File: src/hdl/svc_panel_pkg.sv
// Package with constants and carrier types for the service panel and trap monitor.
`default_nettype none
package svc_panel_pkg;
	// ----------------------------------------------------------------
	// Widths and vectors
	// ----------------------------------------------------------------
	localparam int ADDR_W      = 16;
	localparam int WORD_W      = 16;
	localparam int SENSE_W     = 8;
	localparam int SENSE_LSB   = 0;
	localparam int BREAKER_N   = 4;
	localparam int METER_N     = 8;
	localparam int DISP_A_W    = 18;
	localparam int DISP_B_W    = 18;
	localparam int DISP_C_W    = 10;
	localparam int IO_BIT_SVC  = 15;
	localparam logic [ADDR_W-1:0] SVC_VECTOR_ADDR  = 16'h0001;
	localparam logic [ADDR_W-1:0] SVC_RETURN_ADDR  = 16'h000a;
	localparam logic [WORD_W-1:0] WORD_ZERO        = 16'h0000;
	// ----------------------------------------------------------------
	// Timing
	// ----------------------------------------------------------------
	localparam int CLK_PERIOD_NS   = 100;
	localparam int SAMPLE_WIN_NS   = 150;
	// Longest time rounds down, but never below one cycle.
	localparam int SAMPLE_WIN_CYC  = (SAMPLE_WIN_NS / CLK_PERIOD_NS) < 1 ? 1 :
		(SAMPLE_WIN_NS / CLK_PERIOD_NS);
	localparam int SAMPLE_CNT_W    = 4;
	// ----------------------------------------------------------------
	// Types
	// ----------------------------------------------------------------
	typedef enum logic [1:0] {
		DISP_CONSOLE,
		DISP_SAMPLED,
		DISP_GATED
	} disp_mode_t;
	typedef enum logic [1:0] {
		IO_NONE,
		IO_SENSE_DEVICE,
		IO_READ
	} io_cmd_t;
	typedef struct packed {
		logic [DISP_A_W-1:0] a;
		logic [DISP_B_W-1:0] b;
		logic [DISP_C_W-1:0] c;
	} disp_lines_t;
	typedef struct packed {
		logic              wr;
		logic [ADDR_W-1:0] addr;
		logic [WORD_W-1:0] data;
	} core_write_t;
endpackage
`default_nettype wire

File: src/hdl/trap_monitor.sv
// Portable monitor: three latching display registers with sync, hold and reset.
`default_nettype none
module trap_monitor (
	input  wire logic                             clk,
	input  wire logic                             resetn,
	input  wire svc_panel_pkg::disp_mode_t        mode,
	input  wire svc_panel_pkg::disp_lines_t       lines,
	input  wire logic                             sync,
	input  wire logic                             error,
	input  wire logic                             cycle_end,
	output logic                                  trapped,
	output svc_panel_pkg::disp_lines_t            display
);
	localparam int W = svc_panel_pkg::DISP_A_W + svc_panel_pkg::DISP_B_W
		+ svc_panel_pkg::DISP_C_W;

	svc_panel_pkg::disp_lines_t               disp_ff;
	logic                                     sync_d_ff;
	logic                                     armed_ff;
	logic                                     hold_ff;
	logic [svc_panel_pkg::SAMPLE_CNT_W-1:0]   win_ff;
	logic                                     set_line;
	logic                                     reset_line;
	logic                                     sync_rise;

	assign sync_rise = sync && !sync_d_ff;

	// ----------------------------------------------------------------
	// Set and reset lines
	// ----------------------------------------------------------------
	always_comb begin
		set_line   = 1'b0;
		reset_line = 1'b0;
		case (mode)
			svc_panel_pkg::DISP_CONSOLE: begin
				set_line   = 1'b1;
				reset_line = 1'b1;
			end
			svc_panel_pkg::DISP_SAMPLED: begin
				set_line   = sync_rise || (win_ff != '0);
				reset_line = armed_ff && cycle_end && !hold_ff && !error;
			end
			svc_panel_pkg::DISP_GATED: begin
				set_line   = sync && !hold_ff && !error;
				reset_line = armed_ff && cycle_end && !hold_ff && !error;
			end
			default: begin
				set_line   = 1'b0;
				reset_line = 1'b0;
			end
		endcase
	end

	always_ff @(posedge clk) begin
		if (!resetn) begin
			sync_d_ff <= 1'b0;
		end else begin
			sync_d_ff <= sync;
		end
	end

	// Sample window closes a fixed time after the sync rises.
	always_ff @(posedge clk) begin
		if (!resetn) begin
			win_ff <= '0;
		end else if (mode == svc_panel_pkg::DISP_SAMPLED && sync_rise) begin
			win_ff <= svc_panel_pkg::SAMPLE_CNT_W'(svc_panel_pkg::SAMPLE_WIN_CYC - 1);
		end else if (win_ff != '0) begin
			win_ff <= win_ff - 1'b1;
		end
	end

	// ----------------------------------------------------------------
	// Armed and hold latches
	// ----------------------------------------------------------------
	always_ff @(posedge clk) begin
		if (!resetn) begin
			armed_ff <= 1'b0;
		end else if (mode == svc_panel_pkg::DISP_CONSOLE) begin
			armed_ff <= 1'b0;
		end else if (sync_rise) begin
			// A new sync in the cycle that ends the last one re-arms.
			armed_ff <= 1'b1;
		end else if (reset_line) begin
			armed_ff <= 1'b0;
		end
	end

	always_ff @(posedge clk) begin
		if (!resetn) begin
			hold_ff <= 1'b0;
		end else if (mode == svc_panel_pkg::DISP_CONSOLE) begin
			hold_ff <= 1'b0;
		end else if (armed_ff && error) begin
			hold_ff <= 1'b1;
		end
	end

	// ----------------------------------------------------------------
	// Display latches
	// ----------------------------------------------------------------
	always_ff @(posedge clk) begin
		if (!resetn) begin
			disp_ff <= '0;
		end else if (mode == svc_panel_pkg::DISP_CONSOLE) begin
			disp_ff <= lines;
		end else if (reset_line) begin
			disp_ff <= set_line ? lines : '0;
		end else if (set_line) begin
			disp_ff <= svc_panel_pkg::disp_lines_t'(W'(disp_ff) | W'(lines));
		end
	end

	assign display = disp_ff;
	assign trapped = hold_ff;
endmodule // trap_monitor
`default_nettype wire

File: src/hdl/service_panel.sv
// Service panel: storage forcing, service interrupt, sense switches, lamps, meters, monitor.
//
// The implementer's own choices: the plain strobed port and the placing of the registers.
`default_nettype none
module service_panel (
	input  wire logic                                    clk,
	input  wire logic                                    resetn,
	// Panel switches.
	input  wire logic                                    force_aux_sw,
	input  wire logic                                    int_to_aux_sw,
	input  wire logic                                    svc_button,
	input  wire logic [svc_panel_pkg::SENSE_W-1:0]       sense_sw,
	input  wire logic                                    key_customer,
	input  wire logic [svc_panel_pkg::BREAKER_N-1:0]     breaker_trip,
	input  wire logic [svc_panel_pkg::METER_N-1:0]       unit_in_use,
	// Processor side.
	input  wire logic                                    program_load,
	input  wire logic                                    end_op_t7,
	input  wire logic                                    svc_int_taken,
	input  wire logic                                    svc_level_clear,
	input  wire logic [svc_panel_pkg::WORD_W-1:0]        polled_io_word,
	input  wire logic                                    io_in_service_mode,
	input  wire logic                                    gate_program_switches,
	input  wire logic                                    execute_io_instruction,
	input  wire svc_panel_pkg::io_cmd_t                  io_cmd,
	input  wire logic                                    t3_data_cycle,
	input  wire logic [svc_panel_pkg::ADDR_W-1:0]        instr_addr,
	input  wire logic [svc_panel_pkg::WORD_W-1:0]        chan_bus_in,
	output logic [svc_panel_pkg::WORD_W-1:0]             chan_bus_out,
	output logic                                         aux_storage_select,
	output logic                                         aux_storage_bit,
	output logic                                         main_storage_inhibit,
	output logic                                         svc_level,
	output logic [svc_panel_pkg::ADDR_W-1:0]             svc_vector_addr,
	output logic [svc_panel_pkg::ADDR_W-1:0]             svc_return_addr,
	output logic [svc_panel_pkg::WORD_W-1:0]             operand_buffer,
	output logic [svc_panel_pkg::WORD_W-1:0]             accumulator_load,
	output logic                                         accumulator_we,
	output svc_panel_pkg::core_write_t                   core_write,
	output logic                                         breaker_lamp,
	output logic [svc_panel_pkg::METER_N-1:0]            meter_run,
	// Monitor.
	input  wire svc_panel_pkg::disp_mode_t               mon_mode,
	input  wire svc_panel_pkg::disp_lines_t              mon_lines,
	input  wire logic                                    mon_sync,
	input  wire logic                                    mon_error,
	input  wire logic                                    mon_cycle_end,
	output logic                                         mon_trapped,
	output svc_panel_pkg::disp_lines_t                   mon_display
);
	// ----------------------------------------------------------------
	// Synchronisers
	// ----------------------------------------------------------------
	localparam int SW_N = 4 + svc_panel_pkg::SENSE_W;

	logic [SW_N-1:0]                          sw_meta_ff;
	logic [SW_N-1:0]                          sw_sync_ff;
	logic                                     force_aux;
	logic                                     int_to_aux;
	logic                                     button;
	logic                                     customer;
	logic [svc_panel_pkg::SENSE_W-1:0]        sense;

	always_ff @(posedge clk) begin
		if (!resetn) begin
			sw_meta_ff <= '0;
			sw_sync_ff <= '0;
		end else begin
			sw_meta_ff <= {force_aux_sw, int_to_aux_sw, svc_button, key_customer, sense_sw};
			sw_sync_ff <= sw_meta_ff;
		end
	end

	assign force_aux  = sw_sync_ff[SW_N-1];
	assign int_to_aux = sw_sync_ff[SW_N-2];
	assign button     = sw_sync_ff[SW_N-3];
	assign customer   = sw_sync_ff[SW_N-4];
	assign sense      = sw_sync_ff[svc_panel_pkg::SENSE_W-1:0];

	// ----------------------------------------------------------------
	// Storage selection
	// ----------------------------------------------------------------
	logic aux_int_ff;

	assign aux_storage_select   = force_aux && program_load;
	assign main_storage_inhibit = force_aux && program_load;

	always_ff @(posedge clk) begin
		if (!resetn) begin
			aux_int_ff <= 1'b0;
		end else if (end_op_t7 && int_to_aux && svc_level) begin
			aux_int_ff <= 1'b1;
		end else if (svc_level_clear) begin
			aux_int_ff <= 1'b0;
		end
	end

	assign aux_storage_bit = aux_storage_select || aux_int_ff;

	// Vector and return address presented with the aux bit selecting the store.
	assign svc_vector_addr = svc_panel_pkg::SVC_VECTOR_ADDR;
	assign svc_return_addr = svc_panel_pkg::SVC_RETURN_ADDR;

	// ----------------------------------------------------------------
	// Service interrupt
	// ----------------------------------------------------------------
	logic shaper_ff;
	logic button_d_ff;
	logic request_ff;
	logic level_ff;
	logic polled_svc;

	always_ff @(posedge clk) begin
		if (!resetn) begin
			button_d_ff <= 1'b0;
			shaper_ff   <= 1'b0;
		end else begin
			button_d_ff <= button;
			shaper_ff   <= button && !button_d_ff;
		end
	end

	// Set wins over the clear when both arrive together.
	always_ff @(posedge clk) begin
		if (!resetn) begin
			request_ff <= 1'b0;
		end else if (shaper_ff) begin
			request_ff <= 1'b1;
		end else if (svc_int_taken) begin
			request_ff <= 1'b0;
		end
	end

	assign polled_svc = io_in_service_mode && polled_io_word[svc_panel_pkg::IO_BIT_SVC];

	always_ff @(posedge clk) begin
		if (!resetn) begin
			level_ff <= 1'b0;
		end else if (request_ff || polled_svc) begin
			level_ff <= 1'b1;
		end else if (svc_level_clear) begin
			level_ff <= 1'b0;
		end
	end

	assign svc_level = level_ff;

	// ----------------------------------------------------------------
	// Sense switches and operand buffer
	// ----------------------------------------------------------------
	logic [svc_panel_pkg::WORD_W-1:0] obuf_ff;
	logic [svc_panel_pkg::WORD_W-1:0] acc_ff;
	logic                             acc_we_ff;
	svc_panel_pkg::core_write_t       cw_ff;
	logic                             capture;

	// Low-true gate is modelled as an AND inverted twice: switch on drives bit high.
	always_comb begin
		chan_bus_out = svc_panel_pkg::WORD_ZERO;
		if (gate_program_switches) begin
			chan_bus_out[svc_panel_pkg::SENSE_W-1:0] = ~(~sense);
		end
	end

	assign capture = execute_io_instruction && t3_data_cycle && (io_cmd != svc_panel_pkg::IO_NONE);

	always_ff @(posedge clk) begin
		if (!resetn) begin
			obuf_ff <= svc_panel_pkg::WORD_ZERO;
		end else if (capture) begin
			obuf_ff <= chan_bus_in;
		end
	end

	always_ff @(posedge clk) begin
		if (!resetn) begin
			acc_ff    <= svc_panel_pkg::WORD_ZERO;
			acc_we_ff <= 1'b0;
		end else begin
			acc_we_ff <= capture && io_cmd == svc_panel_pkg::IO_SENSE_DEVICE;
			if (capture && io_cmd == svc_panel_pkg::IO_SENSE_DEVICE) begin
				acc_ff <= chan_bus_in;
			end
		end
	end

	always_ff @(posedge clk) begin
		if (!resetn) begin
			cw_ff <= '0;
		end else begin
			cw_ff.wr <= capture && io_cmd == svc_panel_pkg::IO_READ;
			if (capture && io_cmd == svc_panel_pkg::IO_READ) begin
				cw_ff.addr <= instr_addr;
				cw_ff.data <= chan_bus_in;
			end
		end
	end

	assign operand_buffer   = obuf_ff;
	assign accumulator_load = acc_ff;
	assign accumulator_we   = acc_we_ff;
	assign core_write       = cw_ff;

	// ----------------------------------------------------------------
	// Breaker lamp and use meters
	// ----------------------------------------------------------------
	logic                               lamp_ff;
	logic [svc_panel_pkg::METER_N-1:0]  meter_ff;

	always_ff @(posedge clk) begin
		if (!resetn) begin
			lamp_ff <= 1'b0;
		end else begin
			lamp_ff <= |breaker_trip;
		end
	end

	always_ff @(posedge clk) begin
		if (!resetn) begin
			meter_ff <= '0;
		end else begin
			meter_ff <= customer ? unit_in_use : '0;
		end
	end

	assign breaker_lamp = lamp_ff;
	assign meter_run    = meter_ff;

	// ----------------------------------------------------------------
	// Monitor
	// ----------------------------------------------------------------
	trap_monitor u_monitor (
		.clk       (clk),
		.resetn    (resetn),
		.mode      (mon_mode),
		.lines     (mon_lines),
		.sync      (mon_sync),
		.error     (mon_error),
		.cycle_end (mon_cycle_end),
		.trapped   (mon_trapped),
		.display   (mon_display)
	);
endmodule // service_panel
`default_nettype wire

File: config.mk
export PLATFORM = sky130hd
export DESIGN_NAME = service_panel
export DESIGN_NICKNAME = d
export VERILOG_FILES = /design/src/hdl/svc_panel_pkg.sv /design/src/hdl/trap_monitor.sv /design/src/hdl/service_panel.sv
export SDC_FILE = /design/constraint.sdc
export NUM_CORES = 1
export LEC_CHECK = 0
export BUFFER_PORTS_ARGS = -buffer_cell sky130_fd_sc_hd__buf_2
export CAP_MARGIN = 20
export CORE_MARGIN = 2
export CORE_UTILIZATION = 40
export DETAILED_ROUTE_END_ITERATION = 10
export GPL_ROUTABILITY_DRIVEN = 0
export PLACE_DENSITY = 0.85
export SYNTH_ARGS = -nofsm -noshare
export SYNTH_HDL_FRONTEND = slang
export SYNTH_SLANG_ARGS = --single-unit
File: constraint.sdc
create_clock -name clk -period 1.5 [get_ports clk]
set_input_delay 0 -clock clk [delete_from_list [all_inputs] [get_ports clk]]
set_output_delay 0 -clock clk [all_outputs]
set_load 0.05 [all_outputs]
Yosys cells after proc, flatten, opt, wreduce, memory -nomap -nowiden
Cells that the tools add are included.
Operators by class
  magnitude comparators: 0
  multiplexer cells: 14
  $mul: 0
  reductions and logical operators: 37
  div/mod/pow operators: 0
  $add $sub $neg: 1
  bitwise logic cells: 4
  equality and inequality tests: 4
  shifts and indexed selects: 0
Operator list (count)
  46-bit two-way mux: 4
  46-bit OR: 1
  1-bit logical AND: 17
  8-bit NOT: 2
  2-bit nonzero test: 5
  8-bit two-way mux: 1
  1-bit two-way mux: 7
  2-bit OR reduction: 3
  2-bit by 1-bit equality test with 1-bit output (second input constant): 2
  2-bit equality test (second input constant): 2
  1-bit zero test: 4
  4-bit nonzero test: 1
  4-bit OR reduction: 1
  4-bit by 1-bit subtractor with 4-bit output (second input constant): 1
  1-bit logical OR: 3
  1-bit one-hot mux with 3 select lines: 1
  3-bit nonzero test: 1
  2-bit zero test: 1
  1-bit one-hot mux with 2 select lines: 1
  2-bit AND reduction: 1
  1-bit NOT: 1
Word-level totals
  input bits: 135
  bits in registers: 157
  memory bits (writable): 0
  output and inout port bits: 174
  latch bits: 0
  memories: 0
  bits in read-only memories: 0

Depth between registers and ports, before layout
  depth in word-level cells: 7
  gate-level depth with buffers: 8
  gate-level depth less buffers: 5

Hierarchy
A second synthesis with hierarchy kept.
Second synthesis, totals
  cells, all modules: 553
  area, all modules: 5796.8 µm²
By module, submodules not included
  service_panel: cells an instance 390, seq. area each 2082.0 µm², area each 3926.3 µm², times used 1
  trap_monitor: cells an instance 163, seq. area each 1061.0 µm², area each 1870.5 µm², times used 1

Worst setup path before layout
OpenSTA, ideal clock, no wires.
  kind: reg-to-reg
  from: register u_monitor.win_ff[0] (netlist name)
  to: register u_monitor.disp_ff (netlist bit u_monitor.display[0])
  slack: -72 ps
  stages on the path, launching flop included: 9
  data arrival time: 1439 ps
  required time: 1366 ps
  path buffers: 3
  library setup time: 134 ps
  cells stage by stage: dfxtp_1 > inv_1 > ha_1 > or3b_1 > clkbuf_1 > buf_6 > buf_6 > nand4_1 > o2111ai_1
Between the ends
  word-level cells in the longest chain between the ends: 6
  elaborated cells on any way between the ends: 7
  classes of those cells: mux: 4; reduce/logical: 3
Ends and longest elaborated chain
  from (decl): line trap_monitor.sv:21  | logic [svc_panel_pkg::SAMPLE_CNT_W-1:0] win_ff;
  from (signal assigned): line trap_monitor.sv:67  | win_ff <= svc_panel_pkg::SAMPLE_CNT_W'(svc_panel_pkg::SAMPLE_WIN_CYC - 1);
  from (signal assigned): line trap_monitor.sv:69  | win_ff <= win_ff - 1'b1;
  4-bit nonzero test *: line trap_monitor.sv:40  | set_line = sync_rise || (win_ff != '0);
  1-bit logical OR *: line trap_monitor.sv:40
  1-bit one-hot mux with 3 select lines *: line trap_monitor.sv:34  | case (mode)
  46-bit two-way mux: line trap_monitor.sv:108  | disp_ff <= set_line ? lines : '0;
  46-bit two-way mux: line trap_monitor.sv:107  | end else if (reset_line) begin
  46-bit two-way mux: line trap_monitor.sv:105  | end else if (mode == svc_panel_pkg::DISP_CONSOLE) begin
  to (signal assigned): line trap_monitor.sv:106  | disp_ff <= lines;
  to (signal assigned): line trap_monitor.sv:108
  to (signal assigned): line trap_monitor.sv:110  | disp_ff <= svc_panel_pkg::disp_lines_t'(W'(disp_ff) | W'(lines));
  to (decl): line trap_monitor.sv:17  | svc_panel_pkg::disp_lines_t disp_ff;
Every way passes the cells marked *; elsewhere a longest branch is shown, timed or not.
A chain may end at the register's enable or synchronous reset.

Worst setup path in the final report
  from: register u_monitor.win_ff[0] (netlist name)
  to: register u_monitor.disp_ff (netlist bit u_monitor.display[17])
The elaborated chain is that of the path after synthesis.

==> results_dict.tcl <==
set metrics [dict create \
    cp_cell_sequence "inv_2 > ha_4 > or3b_4 > clkbuf_16 > nand4_1 > o2111ai_1" \
    grt_overflow 0 \
    clock_skew_ns 0.0138 \
    ir_worst_vdd_mv 0.829 \
    async_flop_share_pct 0 \
    area_delta_synth_final_pct 49.7 \
    required_ns 1.77 \
    yosysUniqueCellTypes 38 \
    setup_viol 46 \
    whs_endpoint "u_monitor.armed_ff" \
    die_y_um 134 \
    cts_max_level 4 \
    clk_pin_slew_ns 0.08 \
    endpoint_kind "flop" \
    sw_frac_of_total_pct 35.3 \
    die_x_um 134 \
    p_leak_nw 4.49 \
    hpwl_mm 12.9 \
    final_cells 1357 \
    num_vias 7228 \
    rr_startpoint "u_monitor.win_ff[0]" \
    drv_slew 0 \
    seqPwrFrac_pct 35.1 \
    min_period_ns 1.69 \
    start_util_pct 40.8 \
    dr.pass1.iters 5 \
    crit_slowest_cell "or3b_4" \
    final_hold_viol_count 0 \
    hold_depth 4 \
    hold_path.class "in -> reg" \
    dr.first_iter.drc_count 503 \
    final_cell_mix "253 x buf_2, 174 x nand2_1, 154 x dfxtp_1" \
    ys_seq_area_share_pct 46.5 \
    r2r_cells 6 \
    numCtsBuffers 17 \
    violations "setup timing" \
    fin_crit_sh_pct 112 \
    start_kind "flop" \
    synth_warnings 0 \
    clock_latency_ns 0.42 \
    rsz0062_at_grt "yes" \
    track_usage_pct 23.5 \
    wire_per_inst_um 17.3 \
    ys.flop_type "dfxtp_1" \
    drive_gt1_share_pct 30.2 \
    numClockSinks 157 \
    slew_headroom_pct 62.8 \
    fmax_mhz 593 \
    fin_ws_ns -0.187 \
    clock_path_buffers 2 \
    p_clk_share_pct 34.0 \
    core_area_um2 16600 \
    grt_pass1_vias 7007 \
    rows 47 \
    cp_max_fo 11 \
    run_status "finished, violations left" \
    regArea_um2 3150 \
    min_from "mon_cycle_end" \
    cts_tree "yes" \
    dieArea_um2 18000 \
    cp_data_arrival_time_ns 1.96 \
    final_util_pct 61.1 \
    grt_max_degree 106 \
    grt_pass1_wl_mm 34.2 \
    ant_nets 0 \
    ys_seq_elements 157 \
    multi_input_area_um2 3130 \
    powerDensity_nw_per_um2 1310 \
    nets 1265 \
    vias_per_cell 5.33 \
    diodes 0 \
    synth_edf_count 0 \
    synth_area_um2 6760 \
    syn_inst 784 \
    mostFrequentLayoutCell "buf_2" \
    root_buffer "clkbuf_16" \
    portBuffers 253 \
    drc 0 \
    cap_violations 0 \
    switchingPower_mw 4.70 \
    reg2reg_to "u_monitor.display[17]" \
    avgSynthCellArea_um2 8.63 \
    p_int_mw 8.59 \
    max_stage_delay_ns 0.48 \
    fillers 1245 \
    worstSetupPathType "reg -> reg" \
    antenna_found_initial 0 \
    r2r_setup_slack_ns -0.19 \
    placedCellCount 1209 \
    routed_wl_mm 23.4 \
    worstMarginPinSlew_ns 0.557 \
    p_comb_share_pct 30.8 \
    io_pins 309 \
]
logic make-up after synthesis:
family,count (synthesis),share of synthesized area [%]
compound gates,168,19.5
xor+xnor,1,0.130
fa+ha+maj,6,1.11
buf+inv,156,11.7
flops,157,46.5
mux,1,0.148
other cells,2,0.111
simple gates,293,20.8
worst max-delay path, delay by kind of cell, from the launching register on:
family	cells	cell delay [ns]
flops	1	0.34
fa+ha+maj	1	0.13
buf+inv	2	0.29
compound gates	1	0.16
simple gates	2	0.62
cell usage after synthesis, types with 2 or more instances:
master | n | area share, %
or2_2 | 2 | 0.18
a21boi_0 | 64 | 7.1
and3_1 | 8 | 0.74
a21oi_1 | 3 | 0.22
nor2_1 | 5 | 0.28
buf_6 | 2 | 0.33
buf_4 | 41 | 4.6
nand2_1 | 174 | 9.7
inv_1 | 51 | 2.8
nand2b_1 | 5 | 0.46
dfxtp_1 | 157 | 46
and2_1 | 38 | 3.5
and4b_1 | 2 | 0.30
clkbuf_1 | 31 | 1.7
o211ai_1 | 47 | 5.2
ha_1 | 6 | 1.1
conb_1 | 2 | 0.11
o2111ai_1 | 46 | 6.0
nand4b_1 | 3 | 0.39
nand4_1 | 46 | 4.3
nor2b_1 | 5 | 0.46
buf_2 | 30 | 2.2
what timing repair did:
| item | in CTS | in global routing |
|---|---|---|
| gates resized for setup | 2 | 21 |
| pin swaps | 9 | 24 |
| setup endpoints to repair | 29 | 49 |
| gates cloned | 1 | 4 |
| buffers inserted | 0 | 3 |
| hold buffers | 108 | 0 |
| hold endpoints to repair | 137 | 0 |
worst max-delay path by stage:
stage / start / end / slack (ns) / cells past startpoint
after floorplan: u_monitor.win_ff[1] / u_monitor.display[0] / -0.02 / 8
after global placement: u_monitor.win_ff[1] / u_monitor.display[8] / 0.04 / 6
after detailed placement: u_monitor.win_ff[1] / u_monitor.display[17] / -0.03 / 6
after CTS: u_monitor.win_ff[1] / u_monitor.display[17] / -0.02 / 6
after global routing: u_monitor.win_ff[0] / u_monitor.display[17] / -0.24 / 6
final: u_monitor.win_ff[0] / u_monitor.display[17] / -0.19 / 6
metrics by stage:
step	power (mW)	setup TNS, ns	setup slack [ns]	hold slack, ns	instance area (µm²)
3_5_place_dp	7.62	-0.185	-0.0261	0.210	8150
3_3_place_gp	7.56	0	0.0387	0.205	8150
2_1_floorplan	6.95	-0.0678	-0.0179	0.118	6920
5_1_grt	13.7	-5.11	-0.239	0.169	10100
4_1_cts	12.6	-0.0885	-0.0157	0.0973	9880
6_report	13.3	-3.08	-0.187	0.122	10100
power groups by stage:
stage | logic [mW] | registers, mW | clock network [mW]
after floorplan | 1.42 | 5.52 | 0
after global placement | 2.84 | 4.73 | 0
after detailed placement | 2.88 | 4.74 | 0
after CTS | 3.33 | 4.65 | 4.59
after global routing | 4.27 | 4.69 | 4.73
final | 4.10 | 4.67 | 4.52
area by class of cell:
type | count | share of cell area [%]
inverter | 51 | 1.89
multi-input combinational | 509 | 31.0
timing repair buffer | 388 | 27.3
clock buffer | 18 | 4.34
clock inverter | 14 | 1.73
tap | 220 | 2.72
sequential | 157 | 31.1
registers in the layout, summed over array words and instances, names as in the netlist, 4 cells and up:
name and flops:
accumulator_load 16, operand_buffer 16, sw_meta_ff 12, u_monitor.display 46
meter_run 8, sw_sync_ff 12, core_write 33, u_monitor.win_ff 4
per-layer routing:
metal | part of all wire, % | GRT usage [%] | vias to the layer above
li1 | - | - | 3314
met1 | 36 | 25.7 | 3343
met2 | 49 | 40.9 | 481
met3 | 11 | 8.39 | 90
met4 | 3.7 | 10.8 | 0
met5 | 0 | 0 | -
No activity file was read; power rests on OpenSTA's default activity.
